--- src/core/mab_pkg.sv ---
// package: constants and types of the alu, branch and io access core
package mab_pkg;
	localparam logic [15:0] PC_RST       = 16'h0000;
	localparam logic [7:0]  SREG_RST     = 8'h00;
	localparam logic [7:0]  FLAGS_RST    = 8'h00;
	localparam logic [15:0] IO_DS_OFFSET = 16'h0020;
	localparam logic [15:0] RF_DS_LAST   = 16'h001F;
	localparam logic [15:0] BIT_IO_LAST  = 16'h003F;
	localparam logic [15:0] EXT_IO_FIRST = 16'h0060;
	localparam logic [4:0]  FLAG_IO_ADDR = 5'h0E;
	localparam logic [4:0]  PTR_LO_REG   = 5'h1E;
	localparam logic [4:0]  PTR_HI_REG   = 5'h1F;
	localparam int SR_C = 0;
	localparam int SR_Z = 1;
	localparam int SR_N = 2;
	localparam int SR_V = 3;
	localparam int SR_S = 4;
	localparam int SR_H = 5;
	localparam logic [2:0] CYC_ALU   = 3'h1;
	localparam logic [2:0] CYC_WORD  = 3'h2;
	localparam logic [2:0] CYC_MUL   = 3'h2;
	localparam logic [2:0] CYC_RJMP  = 3'h2;
	localparam logic [2:0] CYC_POINTER_JUMP  = 3'h2;
	localparam logic [2:0] CYC_RELATIVE_SUBROUTINE_JUMP = 3'h3;
	localparam logic [2:0] CYC_POINTER_SUBROUTINE_JUMP = 3'h3;
	localparam logic [2:0] CYC_JMP   = 3'h3;
	localparam logic [2:0] CYC_CALL  = 3'h4;
	localparam logic [2:0] CYC_RET   = 3'h4;
	localparam logic [2:0] CYC_BITIO = 3'h2;
	localparam logic [2:0] CYC_DS    = 3'h2;
	localparam logic [2:0] CYC_SKIP1 = 3'h2;
	localparam logic [2:0] CYC_SKIP2 = 3'h3;
	typedef enum logic [2:0] {
		ST_EXEC  = 3'b001,
		ST_WAIT  = 3'b010,
		ST_RDCAP = 3'b100
	} mab_state_t;
	typedef struct packed {
		logic [7:0] res;
		logic       c;
		logic       h;
		logic       v;
	} mab_alu_t;
	typedef struct packed {
		logic [15:0] addr;
		logic [7:0]  wdata;
		logic [7:0]  wmask;
		logic        we;
		logic        re;
	} mab_bus_t;
endpackage : mab_pkg

--- src/core/mab_core.sv ---
// core: alu, multiply, branch and io-space access execution unit
`timescale 1ns/1ps
`default_nettype none
module mab_core
	import mab_pkg::*;
#(
	parameter int STACK_DEPTH = 8
) (
	// clock and control
	input  wire logic        clk,
	input  wire logic        rstn,
	input  wire logic        ce,
	// instruction stream
	input  wire logic        instr_valid,
	input  wire logic [15:0] instr_word,
	input  wire logic [15:0] instr_next,
	output logic             ready_q,
	output logic [15:0]      pc_q,
	// core status
	output logic [7:0]       sreg_q,
	// io and data space
	output var mab_bus_t     dbus_q,
	input  wire logic [7:0]  dbus_rdata,
	// internal status flags
	input  wire logic [7:0]  flag_evt,
	output logic [7:0]       flags_q
);
	localparam int SPW = $clog2(STACK_DEPTH);

	logic [7:0]     rf_q [32];
	logic [15:0]    stk_q [STACK_DEPTH];
	logic [SPW-1:0] sp_q;
	mab_state_t     st_q;
	logic [1:0]     wait_q;
	logic           rd_load_q, rd_skip_q, rd_hi_q, rd_two_q, rd_int_q;
	logic [4:0]     rd_reg_q;
	logic [2:0]     rd_bit_q;

	logic           take, nx_two, skip_hit;
	logic [15:0]    w, rel_tgt, ptr, wv, wr;
	logic [4:0]     rd5, rr5, rdh, wa;
	logic [7:0]     k8, rdv, d0, d1, sr_d, fclr;
	logic           we0, we1;
	logic [4:0]     a0, a1;
	logic [15:0]    pc_d, push_v;
	logic [2:0]     cyc;
	mab_bus_t       bus_d;
	logic           rd_go, rd_load, rd_skip, rd_int, push, pop;
	mab_alu_t       al;
	logic [16:0]    mp;
	logic           op_byte, op_minus_const_with_carry, op_logic, op_word, op_mul;
	logic           op_relative_subroutine_jump, op_pointer_jump, op_pointer_subroutine_jump, op_jmp, op_call;
	logic           op_compare_equal_skip, op_bitw, op_port, op_ds;

	function automatic mab_alu_t add8(input logic [7:0] x, y,
			input logic ci);
		mab_alu_t r;
		r.res = x + y + {7'h00, ci};
		r.c = (x[7] & y[7]) | (y[7] & ~r.res[7]) | (~r.res[7] & x[7]);
		r.h = (x[3] & y[3]) | (y[3] & ~r.res[3]) | (~r.res[3] & x[3]);
		r.v = (x[7] & y[7] & ~r.res[7]) | (~x[7] & ~y[7] & r.res[7]);
		return r;
	endfunction : add8

	function automatic mab_alu_t sub8(input logic [7:0] x, y,
			input logic ci);
		mab_alu_t r;
		r.res = x - y - {7'h00, ci};
		r.c = (~x[7] & y[7]) | (y[7] & r.res[7]) | (r.res[7] & ~x[7]);
		r.h = (~x[3] & y[3]) | (y[3] & r.res[3]) | (r.res[3] & ~x[3]);
		r.v = (x[7] & ~y[7] & ~r.res[7]) | (~x[7] & y[7] & r.res[7]);
		return r;
	endfunction : sub8

	function automatic logic [7:0] znv(input logic [7:0] s, res,
			input logic v);
		logic [7:0] o;
		o = s;
		o[SR_Z] = (res == 8'h00);
		o[SR_N] = res[7];
		o[SR_V] = v;
		return o;
	endfunction : znv

	function automatic logic [7:0] arith(input logic [7:0] s,
			input mab_alu_t r);
		logic [7:0] o;
		o = znv(s, r.res, r.v);
		o[SR_C] = r.c;
		o[SR_H] = r.h;
		return o;
	endfunction : arith

	function automatic logic [16:0] mul(input logic [7:0] x, y,
			input logic sx, sy, fr);
		logic signed [17:0] p;
		p = $signed({sx & x[7], x}) * $signed({sy & y[7], y});
		// carry is taken before the fractional shift
		return {p[15], fr ? {p[14:0], 1'b0} : p[15:0]};
	endfunction : mul

	function automatic logic is32(input logic [15:0] x);
		return (x[15:10] == 6'b100100 && x[3:0] == 4'h0) ||
			(x[15:9] == 7'b1001010 && x[3:2] == 2'b11);
	endfunction : is32

	assign w        = instr_word;
	assign take     = ready_q & instr_valid;
	assign rd5      = w[8:4];
	assign rr5      = {w[9], w[3:0]};
	assign rdh      = {1'b1, w[7:4]};
	assign k8       = {w[11:8], w[3:0]};
	assign nx_two   = is32(instr_next);
	assign ptr      = {rf_q[PTR_HI_REG], rf_q[PTR_LO_REG]};
	assign rel_tgt  = pc_q + {{4{w[11]}}, w[11:0]} + 16'h0001;
	assign wa       = {2'b11, w[5:4], 1'b0};
	assign wv       = {rf_q[wa | 5'h01], rf_q[wa]};
	assign rdv      = rd_int_q ? flags_q : dbus_rdata;
	assign skip_hit = (rdv[rd_bit_q] == rd_hi_q);

	always_comb begin
		we0 = 1'b0;
		a0 = rd5;
		d0 = 8'h00;
		we1 = 1'b0;
		a1 = rd5;
		d1 = 8'h00;
		sr_d = sreg_q;
		pc_d = pc_q + 16'h0001;
		cyc = CYC_ALU;
		bus_d = '0;
		rd_go = 1'b0;
		rd_load = 1'b0;
		rd_skip = 1'b0;
		rd_int = 1'b0;
		push = 1'b0;
		pop = 1'b0;
		push_v = pc_q + 16'h0001;
		fclr = 8'h00;
		al = '0;
		mp = '0;
		wr = 16'h0000;
		{op_byte, op_minus_const_with_carry, op_logic, op_word, op_mul} = '0;
		{op_relative_subroutine_jump, op_pointer_jump, op_pointer_subroutine_jump, op_jmp, op_call} = '0;
		{op_compare_equal_skip, op_bitw, op_port, op_ds} = '0;
		casez (w)
		16'b1001010100001000: begin
			pop = 1'b1;
			pc_d = stk_q[sp_q - 1'b1];
			cyc = CYC_RET;
		end
		16'b1001010000001001: begin
			op_pointer_jump = 1'b1;
			pc_d = ptr;
			cyc = CYC_POINTER_JUMP;
		end
		16'b1001010100001001: begin
			op_pointer_subroutine_jump = 1'b1;
			push = 1'b1;
			pc_d = ptr;
			cyc = CYC_POINTER_SUBROUTINE_JUMP;
		end
		16'b1001010?????110?: begin
			op_jmp = 1'b1;
			pc_d = instr_next;
			cyc = CYC_JMP;
		end
		16'b1001010?????111?: begin
			op_call = 1'b1;
			push = 1'b1;
			push_v = pc_q + 16'h0002;
			pc_d = instr_next;
			cyc = CYC_CALL;
		end
		16'b1100_????_????_????: begin
			pc_d = rel_tgt;
			cyc = CYC_RJMP;
		end
		16'b1101_????_????_????: begin
			op_relative_subroutine_jump = 1'b1;
			push = 1'b1;
			pc_d = rel_tgt;
			cyc = CYC_RELATIVE_SUBROUTINE_JUMP;
		end
		16'b000?_1???_????_????: begin
			op_byte = 1'b1;
			al = w[10] ?
				add8(rf_q[rd5], rf_q[rr5], w[12] & sreg_q[SR_C]) :
				sub8(rf_q[rd5], rf_q[rr5], ~w[12] & sreg_q[SR_C]);
			we0 = 1'b1;
			d0 = al.res;
			sr_d = arith(sreg_q, al);
		end
		16'b0001_00??_????_????: begin
			op_compare_equal_skip = 1'b1;
			if (rf_q[rd5] == rf_q[rr5]) begin
				pc_d = pc_q + {14'h0000, 1'b1, nx_two};
				cyc = nx_two ? CYC_SKIP2 : CYC_SKIP1;
			end
		end
		16'b0010_????_????_????: begin
			we0 = 1'b1;
			if (w[11:10] == 2'b11) begin
				d0 = rf_q[rr5];
			end else begin
				op_logic = 1'b1;
				d0 = w[11] ? rf_q[rd5] | rf_q[rr5] :
					w[10] ? rf_q[rd5] ^ rf_q[rr5] : rf_q[rd5] & rf_q[rr5];
				sr_d = znv(sreg_q, d0, 1'b0);
			end
		end
		16'b01??_????_????_????: begin
			we0 = 1'b1;
			a0 = rdh;
			if (!w[13]) begin
				op_minus_const_with_carry = ~w[12];
				al = sub8(rf_q[rdh], k8, ~w[12] & sreg_q[SR_C]);
				d0 = al.res;
				sr_d = arith(sreg_q, al);
			end else begin
				op_logic = 1'b1;
				d0 = w[12] ? rf_q[rdh] & k8 : rf_q[rdh] | k8;
				sr_d = znv(sreg_q, d0, 1'b0);
			end
		end
		16'b1001_011?_????_????: begin
			op_word = 1'b1;
			wr = w[8] ? wv - {10'h000, w[7:6], w[3:0]} :
				wv + {10'h000, w[7:6], w[3:0]};
			we0 = 1'b1;
			a0 = wa;
			d0 = wr[7:0];
			we1 = 1'b1;
			a1 = wa | 5'h01;
			d1 = wr[15:8];
			sr_d[SR_Z] = (wr == 16'h0000);
			sr_d[SR_N] = wr[15];
			sr_d[SR_V] = w[8] ? wv[15] & ~wr[15] : ~wv[15] & wr[15];
			sr_d[SR_C] = w[8] ? wr[15] & ~wv[15] : ~wr[15] & wv[15];
			sr_d[SR_S] = sr_d[SR_N] ^ sr_d[SR_V];
			cyc = CYC_WORD;
		end
		16'b1001_11??_????_????: begin
			op_mul = 1'b1;
			mp = mul(rf_q[rd5], rf_q[rr5], 1'b0, 1'b0, 1'b0);
		end
		16'b0000_0010_????_????: begin
			op_mul = 1'b1;
			mp = mul(rf_q[rdh], rf_q[{1'b1, w[3:0]}], 1'b1, 1'b1, 1'b0);
		end
		16'b0000_0011_????_????: begin
			op_mul = 1'b1;
			mp = mul(rf_q[{2'b10, w[6:4]}], rf_q[{2'b10, w[2:0]}],
				w[7] | ~w[3], w[7] & ~w[3], w[7] | w[3]);
		end
		16'b1001_10??_????_????: begin
			// 5-bit field: bit access cannot leave io 0x00-0x1F
			bus_d.addr = {11'h000, w[7:3]} + IO_DS_OFFSET;
			if (!w[8]) begin
				op_bitw = 1'b1;
				bus_d.wmask = 8'h01 << w[2:0];
				bus_d.wdata = w[9] ? bus_d.wmask : 8'h00;
				bus_d.we = 1'b1;
				cyc = CYC_BITIO;
			end else begin
				bus_d.re = 1'b1;
				rd_go = 1'b1;
				rd_skip = 1'b1;
			end
		end
		16'b1011_????_????_????: begin
			op_port = 1'b1;
			bus_d.addr = {10'h000, w[10:9], w[3:0]} + IO_DS_OFFSET;
			if (w[11]) begin
				bus_d.wdata = rf_q[rd5];
				bus_d.wmask = 8'hFF;
				bus_d.we = 1'b1;
			end else begin
				bus_d.re = 1'b1;
				rd_go = 1'b1;
				rd_load = 1'b1;
			end
		end
		16'b100100??????0000: begin
			// only this path reaches the extended io area
			op_ds = 1'b1;
			pc_d = pc_q + 16'h0002;
			cyc = CYC_DS;
			if (instr_next <= RF_DS_LAST) begin
				we0 = ~w[9];
				d0 = rf_q[instr_next[4:0]];
				we1 = w[9];
				a1 = instr_next[4:0];
				d1 = rf_q[rd5];
			end else begin
				bus_d.addr = instr_next;
				bus_d.wdata = rf_q[rd5];
				bus_d.wmask = {8{w[9]}};
				bus_d.we = w[9];
				bus_d.re = ~w[9];
				rd_go = ~w[9];
				rd_load = ~w[9];
			end
		end
		16'b1110????????????: begin
			// constant load into the upper half, flags untouched
			we0 = 1'b1;
			a0 = rdh;
			d0 = k8;
		end
		default: begin
		end
		endcase
		if (op_mul) begin
			we0 = 1'b1;
			a0 = 5'h00;
			d0 = mp[7:0];
			we1 = 1'b1;
			a1 = 5'h01;
			d1 = mp[15:8];
			sr_d[SR_C] = mp[16];
			sr_d[SR_Z] = (mp[15:0] == 16'h0000);
			cyc = CYC_MUL;
		end
		// the flag register lives here, so its strobes stay off the bus
		if (bus_d.addr == {11'h000, FLAG_IO_ADDR} + IO_DS_OFFSET) begin
			if (bus_d.we)
				fclr = bus_d.wdata & bus_d.wmask;
			rd_int = bus_d.re;
			bus_d.we = 1'b0;
			bus_d.re = 1'b0;
		end
	end

	always_ff @(posedge clk) begin
		if (!rstn) begin
			st_q <= ST_EXEC;
			ready_q <= 1'b1;
			pc_q <= PC_RST;
			wait_q <= 2'h0;
			{rd_load_q, rd_skip_q, rd_hi_q, rd_two_q, rd_int_q} <= '0;
			rd_reg_q <= 5'h00;
			rd_bit_q <= 3'h0;
		end else if (ce) begin
			case (st_q)
			ST_EXEC: begin
				if (take) begin
					pc_q <= pc_d;
					rd_load_q <= rd_load;
					rd_skip_q <= rd_skip;
					rd_hi_q <= w[9];
					rd_two_q <= nx_two;
					rd_int_q <= rd_int;
					rd_reg_q <= rd5;
					rd_bit_q <= w[2:0];
					if (rd_go) begin
						st_q <= ST_RDCAP;
						ready_q <= 1'b0;
					end else if (cyc != CYC_ALU) begin
						st_q <= ST_WAIT;
						ready_q <= 1'b0;
						wait_q <= 2'(cyc - 3'h2);
					end
				end
			end
			ST_WAIT: begin
				if (wait_q == 2'h0) begin
					st_q <= ST_EXEC;
					ready_q <= 1'b1;
				end else begin
					wait_q <= wait_q - 2'h1;
				end
			end
			ST_RDCAP: begin
				if (rd_skip_q && skip_hit) begin
					pc_q <= pc_q + {14'h0000, rd_two_q, ~rd_two_q};
					wait_q <= {1'b0, rd_two_q};
					st_q <= ST_WAIT;
				end else begin
					st_q <= ST_EXEC;
					ready_q <= 1'b1;
				end
			end
			default: begin
				st_q <= ST_EXEC;
				ready_q <= 1'b1;
			end
			endcase
		end
	end

	always_ff @(posedge clk) begin
		if (!rstn) begin
			for (int i = 0; i < 32; i++)
				rf_q[i] <= 8'h00;
		end else if (ce) begin
			if (take && we0)
				rf_q[a0] <= d0;
			if (take && we1)
				rf_q[a1] <= d1;
			if (st_q == ST_RDCAP && rd_load_q)
				rf_q[rd_reg_q] <= rdv;
		end
	end

	always_ff @(posedge clk) begin
		if (!rstn)
			sreg_q <= SREG_RST;
		else if (ce && take)
			sreg_q <= sr_d;
	end

	// return stack wraps silently when over- or under-run
	always_ff @(posedge clk) begin
		if (!rstn) begin
			sp_q <= '0;
			for (int i = 0; i < STACK_DEPTH; i++)
				stk_q[i] <= 16'h0000;
		end else if (ce && take) begin
			if (push) begin
				stk_q[sp_q] <= push_v;
				sp_q <= sp_q + 1'b1;
			end else if (pop) begin
				sp_q <= sp_q - 1'b1;
			end
		end
	end

	always_ff @(posedge clk) begin
		if (!rstn)
			dbus_q <= '0;
		else if (ce)
			dbus_q <= take ? bus_d : '0;
	end

	// a new event wins over a clear in the same cycle
	always_ff @(posedge clk) begin
		if (!rstn)
			flags_q <= FLAGS_RST;
		else if (ce)
			flags_q <= (flags_q & ~(take ? fclr : 8'h00)) | flag_evt;
	end
endmodule : mab_core
`default_nettype wire

--- config.mk ---
export PLATFORM = sky130hd
export DESIGN_NAME = mab_core
export DESIGN_NICKNAME = d
export VERILOG_FILES = /design/src/core/mab_pkg.sv /design/src/core/mab_core.sv
export SDC_FILE = /design/constraint.sdc
export NUM_CORES = 2
export LEC_CHECK = 0
export ABC_AREA = 1
export BUFFER_PORTS_ARGS = -buffer_cell sky130_fd_sc_hd__buf_2
export CAP_MARGIN = 30
export CORE_MARGIN = 4
export CORE_UTILIZATION = 30
export DETAILED_ROUTE_END_ITERATION = 8
export SLEW_MARGIN = 20
export SYNTH_ARGS = -nofsm -noshare
export SYNTH_HDL_FRONTEND = slang
export SYNTH_SLANG_ARGS = --single-unit
export TNS_END_PERCENT = 10
--- constraint.sdc ---
create_clock -name clk -period 14 [get_ports clk]
set_input_delay 0 -clock clk [delete_from_list [all_inputs] [get_ports clk]]
set_output_delay 0 -clock clk [all_outputs]
set_load 0.01 [all_outputs]
==> key figures <==
Clock network
  • Setup repair bufs after CTS: 0
  • CTS Buffer Depth: 3
  • Clock Sinks: 470
  • Gates resized, CTS repair: 0
  • Hold_buf cts: 40
  • H-tree depth: 2
  • Worst-path clk slew: 60 ps
  • Num CTS Buffers: 56
  • Clk Latency, worst-skew pair: 700 ps
  • Root Driver: clkbuf_16
  • CTS tree: done

Yosys
  • Number of synthesized register bits: 470
  • Post-Syn Instances: 6957
  • Syn Area/Cell: 6.77 um^2
  • Sequential element share of the synthesized area: 0.281
  • Syn. warnings: 0
  • Main synth FF type: edfxtp_1
  • Ys async rst share: 0
  • Yosys cell types: 70
  • EDFF count, synth: 384
  • Mapped Area: 47100 um^2

Finish
  • Nets: 7322
  • Synthesis-to-finish area growth: 9.79%
  • Commonest cells after routing, fill and taps aside: 1730 x nand2_1, 849 x inv_1, 731 x nor2_1
  • Reg area: 13300 um^2
  • Layout cells sized above 1: 0.0745
  • Final std cells w/o fill: 9017
  • Multi-input logic area: 28800 um^2
  • Number of fill cells: 16700
  • Commonest non-fill, non-tap cell in the layout: nand2_1

Status
  • Status: complete, no violations

Route
  • Via-to-Cell Ratio: 5.65
  • Drt first pass iters: 6
  • Routed WL: 216000 um
  • Wire length per cell: 24.0 um
  • Drt drc: 0
  • Vias: 50900
  • Iteration-0 DRC Markers: 7998
  • Antenna Violating Nets Remaining: 0

Setup path
  • Crit Path Class: primary input to flip-flop
  • Crit-path max FO: 32
  • R2R depth: 29
  • Worst R2R Setup Slack: 6080 ps
  • R2r endpoint: rf_q[15][5]$_DFFE_PP_
  • Worst Path Required: 14410 ps
  • Critical path data arrival time: 9270 ps
  • Top cell by count, worst path: nand2_1
  • Crit-path max cell delay: 740 ps
  • Startpoint types: primary input
  • CP Capture Type: flip-flop
  • Reg-to-Reg Start: rf_q[31][3]$_DFFE_PP_
  • CP max-delay cell: clkinv_1
  • Crit-path leading delay family: simple AND/OR/NAND/NOR gates
  • Worst path bufs/invs: 9

Power and ir drop
  • Clock Power Share: 0.270
  • VDD IR max: 0.112 mV
  • Switching share of total power: 0.440
  • Static Leak: 0.0231 uW
  • Cell-internal power: 3220 uW
  • Power per Cell Area: 111 nW/um^2
  • Reg power frac: 0.286
  • Comb pwr share: 0.444
  • NetSw: 2530 uW

STA
  • Worst Max-Slew Pin Slew: 1100 ps
  • Setup TNS: 0 ps
  • Slew headroom: 0.265
  • RSZ-0062 raised after global routing: no
  • Crit share post-route: 0.633
  • Final hold violations: 0
  • Final worst clock skew: 53.0 ps
  • Crit path time final: 8860 ps
  • # setup viols final: 0
  • Pins over their slew limit: 0
  • Max Freq: 113 MHz

GRT
  • Grt total ovfl: 0
  • Initial antenna violation count: 2
  • Vias in the first global route: 46800
  • All-Layer GR Usage: 0.254
  • Maximum number of pins on one net before global-route repair: 86
  • First-pass GRT wire length: 314000 um

Place
  • Placed Instances: 8866
  • Input/output buffers: 116
  • Placer Congestion: 1.01
  • Final HPWL DP: 153000 um

Die
  • Chip Width: 404 um
  • Initial Utilization: 0.302
  • Die H: 404 um
  • IO Pins: 119
  • Row count: 145
  • Core box area: 156000 um^2
  • Die ar.: 163000 um^2

Min path
  • Hold path endpoint: rd_hi_q$_SDFFE_PN0P_
  • Hold Crit Start: instr_word[9]
  • Hold Path Class: primary input to flip-flop
  • Worst hold stages: 4

Run
  • Max Cap Viol: 0
flip-flops by register name, summed over array words and instances, names as in the netlist:
signal / count
ready_q: 1
dbus_q: 34
rd_reg_q: 5
sp_q: 3
stk_q: 128
st_q: 3
wait_q: 2
rd_skip_q: 1
rd_hi_q: 1
rd_load_q: 1
pc_q: 16
rd_two_q: 1
sreg_q: 6
flags_q: 8
rf_q: 256
rd_bit_q: 3
rd_int_q: 1
synth_stat cells (all sizes together), types with 86 or more instances:
cell	number	area (um^2)
edfxtp	384	11500
clkbuf	192	721
buf	163	951
ha	198	2480
a21oi	552	2790
dfxtp	86	1720
nand2	1755	6660
nand3	424	2200
o21ai	756	3860
fa	165	3300
nor2	805	3380
inv	904	3400
per-layer routing:
layer,track usage,vias to the layer above,routed length [um]
met5,0,-,13
met4,0.130,2,13000
met3,0.0628,698,27900
met2,0.375,3416,89600
met1,0.344,24000,85600
li1,-,22900,-
worst max path at each step:
| stage | start | end | slack, ps | cells after the start |
|---|---|---|---|---|
| floorplan | instr_word[1] | rf_q[1][4]$_DFFE_PP_ | 8130 | 33 |
| global placement | instr_word[4] | rf_q[5][5]$_DFFE_PP_ | 5270 | 33 |
| detailed placement | instr_word[4] | rf_q[15][5]$_DFFE_PP_ | 5280 | 33 |
| CTS | instr_word[2] | rf_q[15][5]$_DFFE_PP_ | 5540 | 35 |
| global route | instr_word[2] | rf_q[10][5]$_DFFE_PP_ | 4840 | 35 |
| finish | instr_word[2] | rf_q[15][5]$_DFFE_PP_ | 5140 | 35 |
power by group through the flow:
stage | Clock [uW] | Sequential, uW | Combinational [uW]
finish | 1550 | 1650 | 2560
floorplan | 0 | 1630 | 1750
detailed placement | 0 | 1670 | 2480
global placement | 0 | 1670 | 2470
CTS | 1550 | 1640 | 2510
global route | 1620 | 1650 | 2840
cells by family (layout without fill, tap and decap cells):
family / after synthesis / in the layout / synth area share
and+or+nand+nor: 3178 / 3178 / 0.285
xor gates and xnor gates: 68 / 68 / 0.0128
other: 1 / 7 / 0.0000796
buffers and inverters: 1274 / 1270 / 0.109
adders and majority gates: 363 / 363 / 0.123
AOI/OAI and AO/OA: 1594 / 1594 / 0.188
DFF: 470 / 470 / 0.281
muxes: 9 / 9 / 0.00191
worst register-to-register path, delay by kind of cell (launching register included):
| kind | cells | cell delay [ps] |
|---|---|---|
| fa+ha+maj | 6 | 2620 |
| simple gates | 14 | 1970 |
| compound gates | 5 | 1550 |
| buf+inv | 4 | 1010 |
| flops | 1 | 480 |
cell type report:
cell class,count,share of cell area
Clock buffer,63,0.0288
Timing Repair Buffer,246,0.0332
Tap cell,2058,0.0498
Sequential cell,470,0.256
Inverter,919,0.0669
Multi-Input combinational cell,5214,0.557
Clock inverter,42,0.00764
Antenna cell,5,0.000242
metrics by stage:
step | utilization | area, um^2 | total power [uW] | hold slack (ps) | worst slack, ps
after floorplan | - | 47100 | 3380 | 131 | 8130
after global placement | 0.316 | 49300 | 4140 | 261 | 5270
after detailed placement | 0.316 | 49400 | 4150 | 266 | 5280
after CTS | 0.331 | 51700 | 5700 | 32.7 | 5540
after global routing | 0.331 | 51700 | 6110 | 83.9 | 4840
final | 0.331 | 51700 | 5750 | 72.8 | 5140
Note: power is estimated with default switching activity, not from simulation.
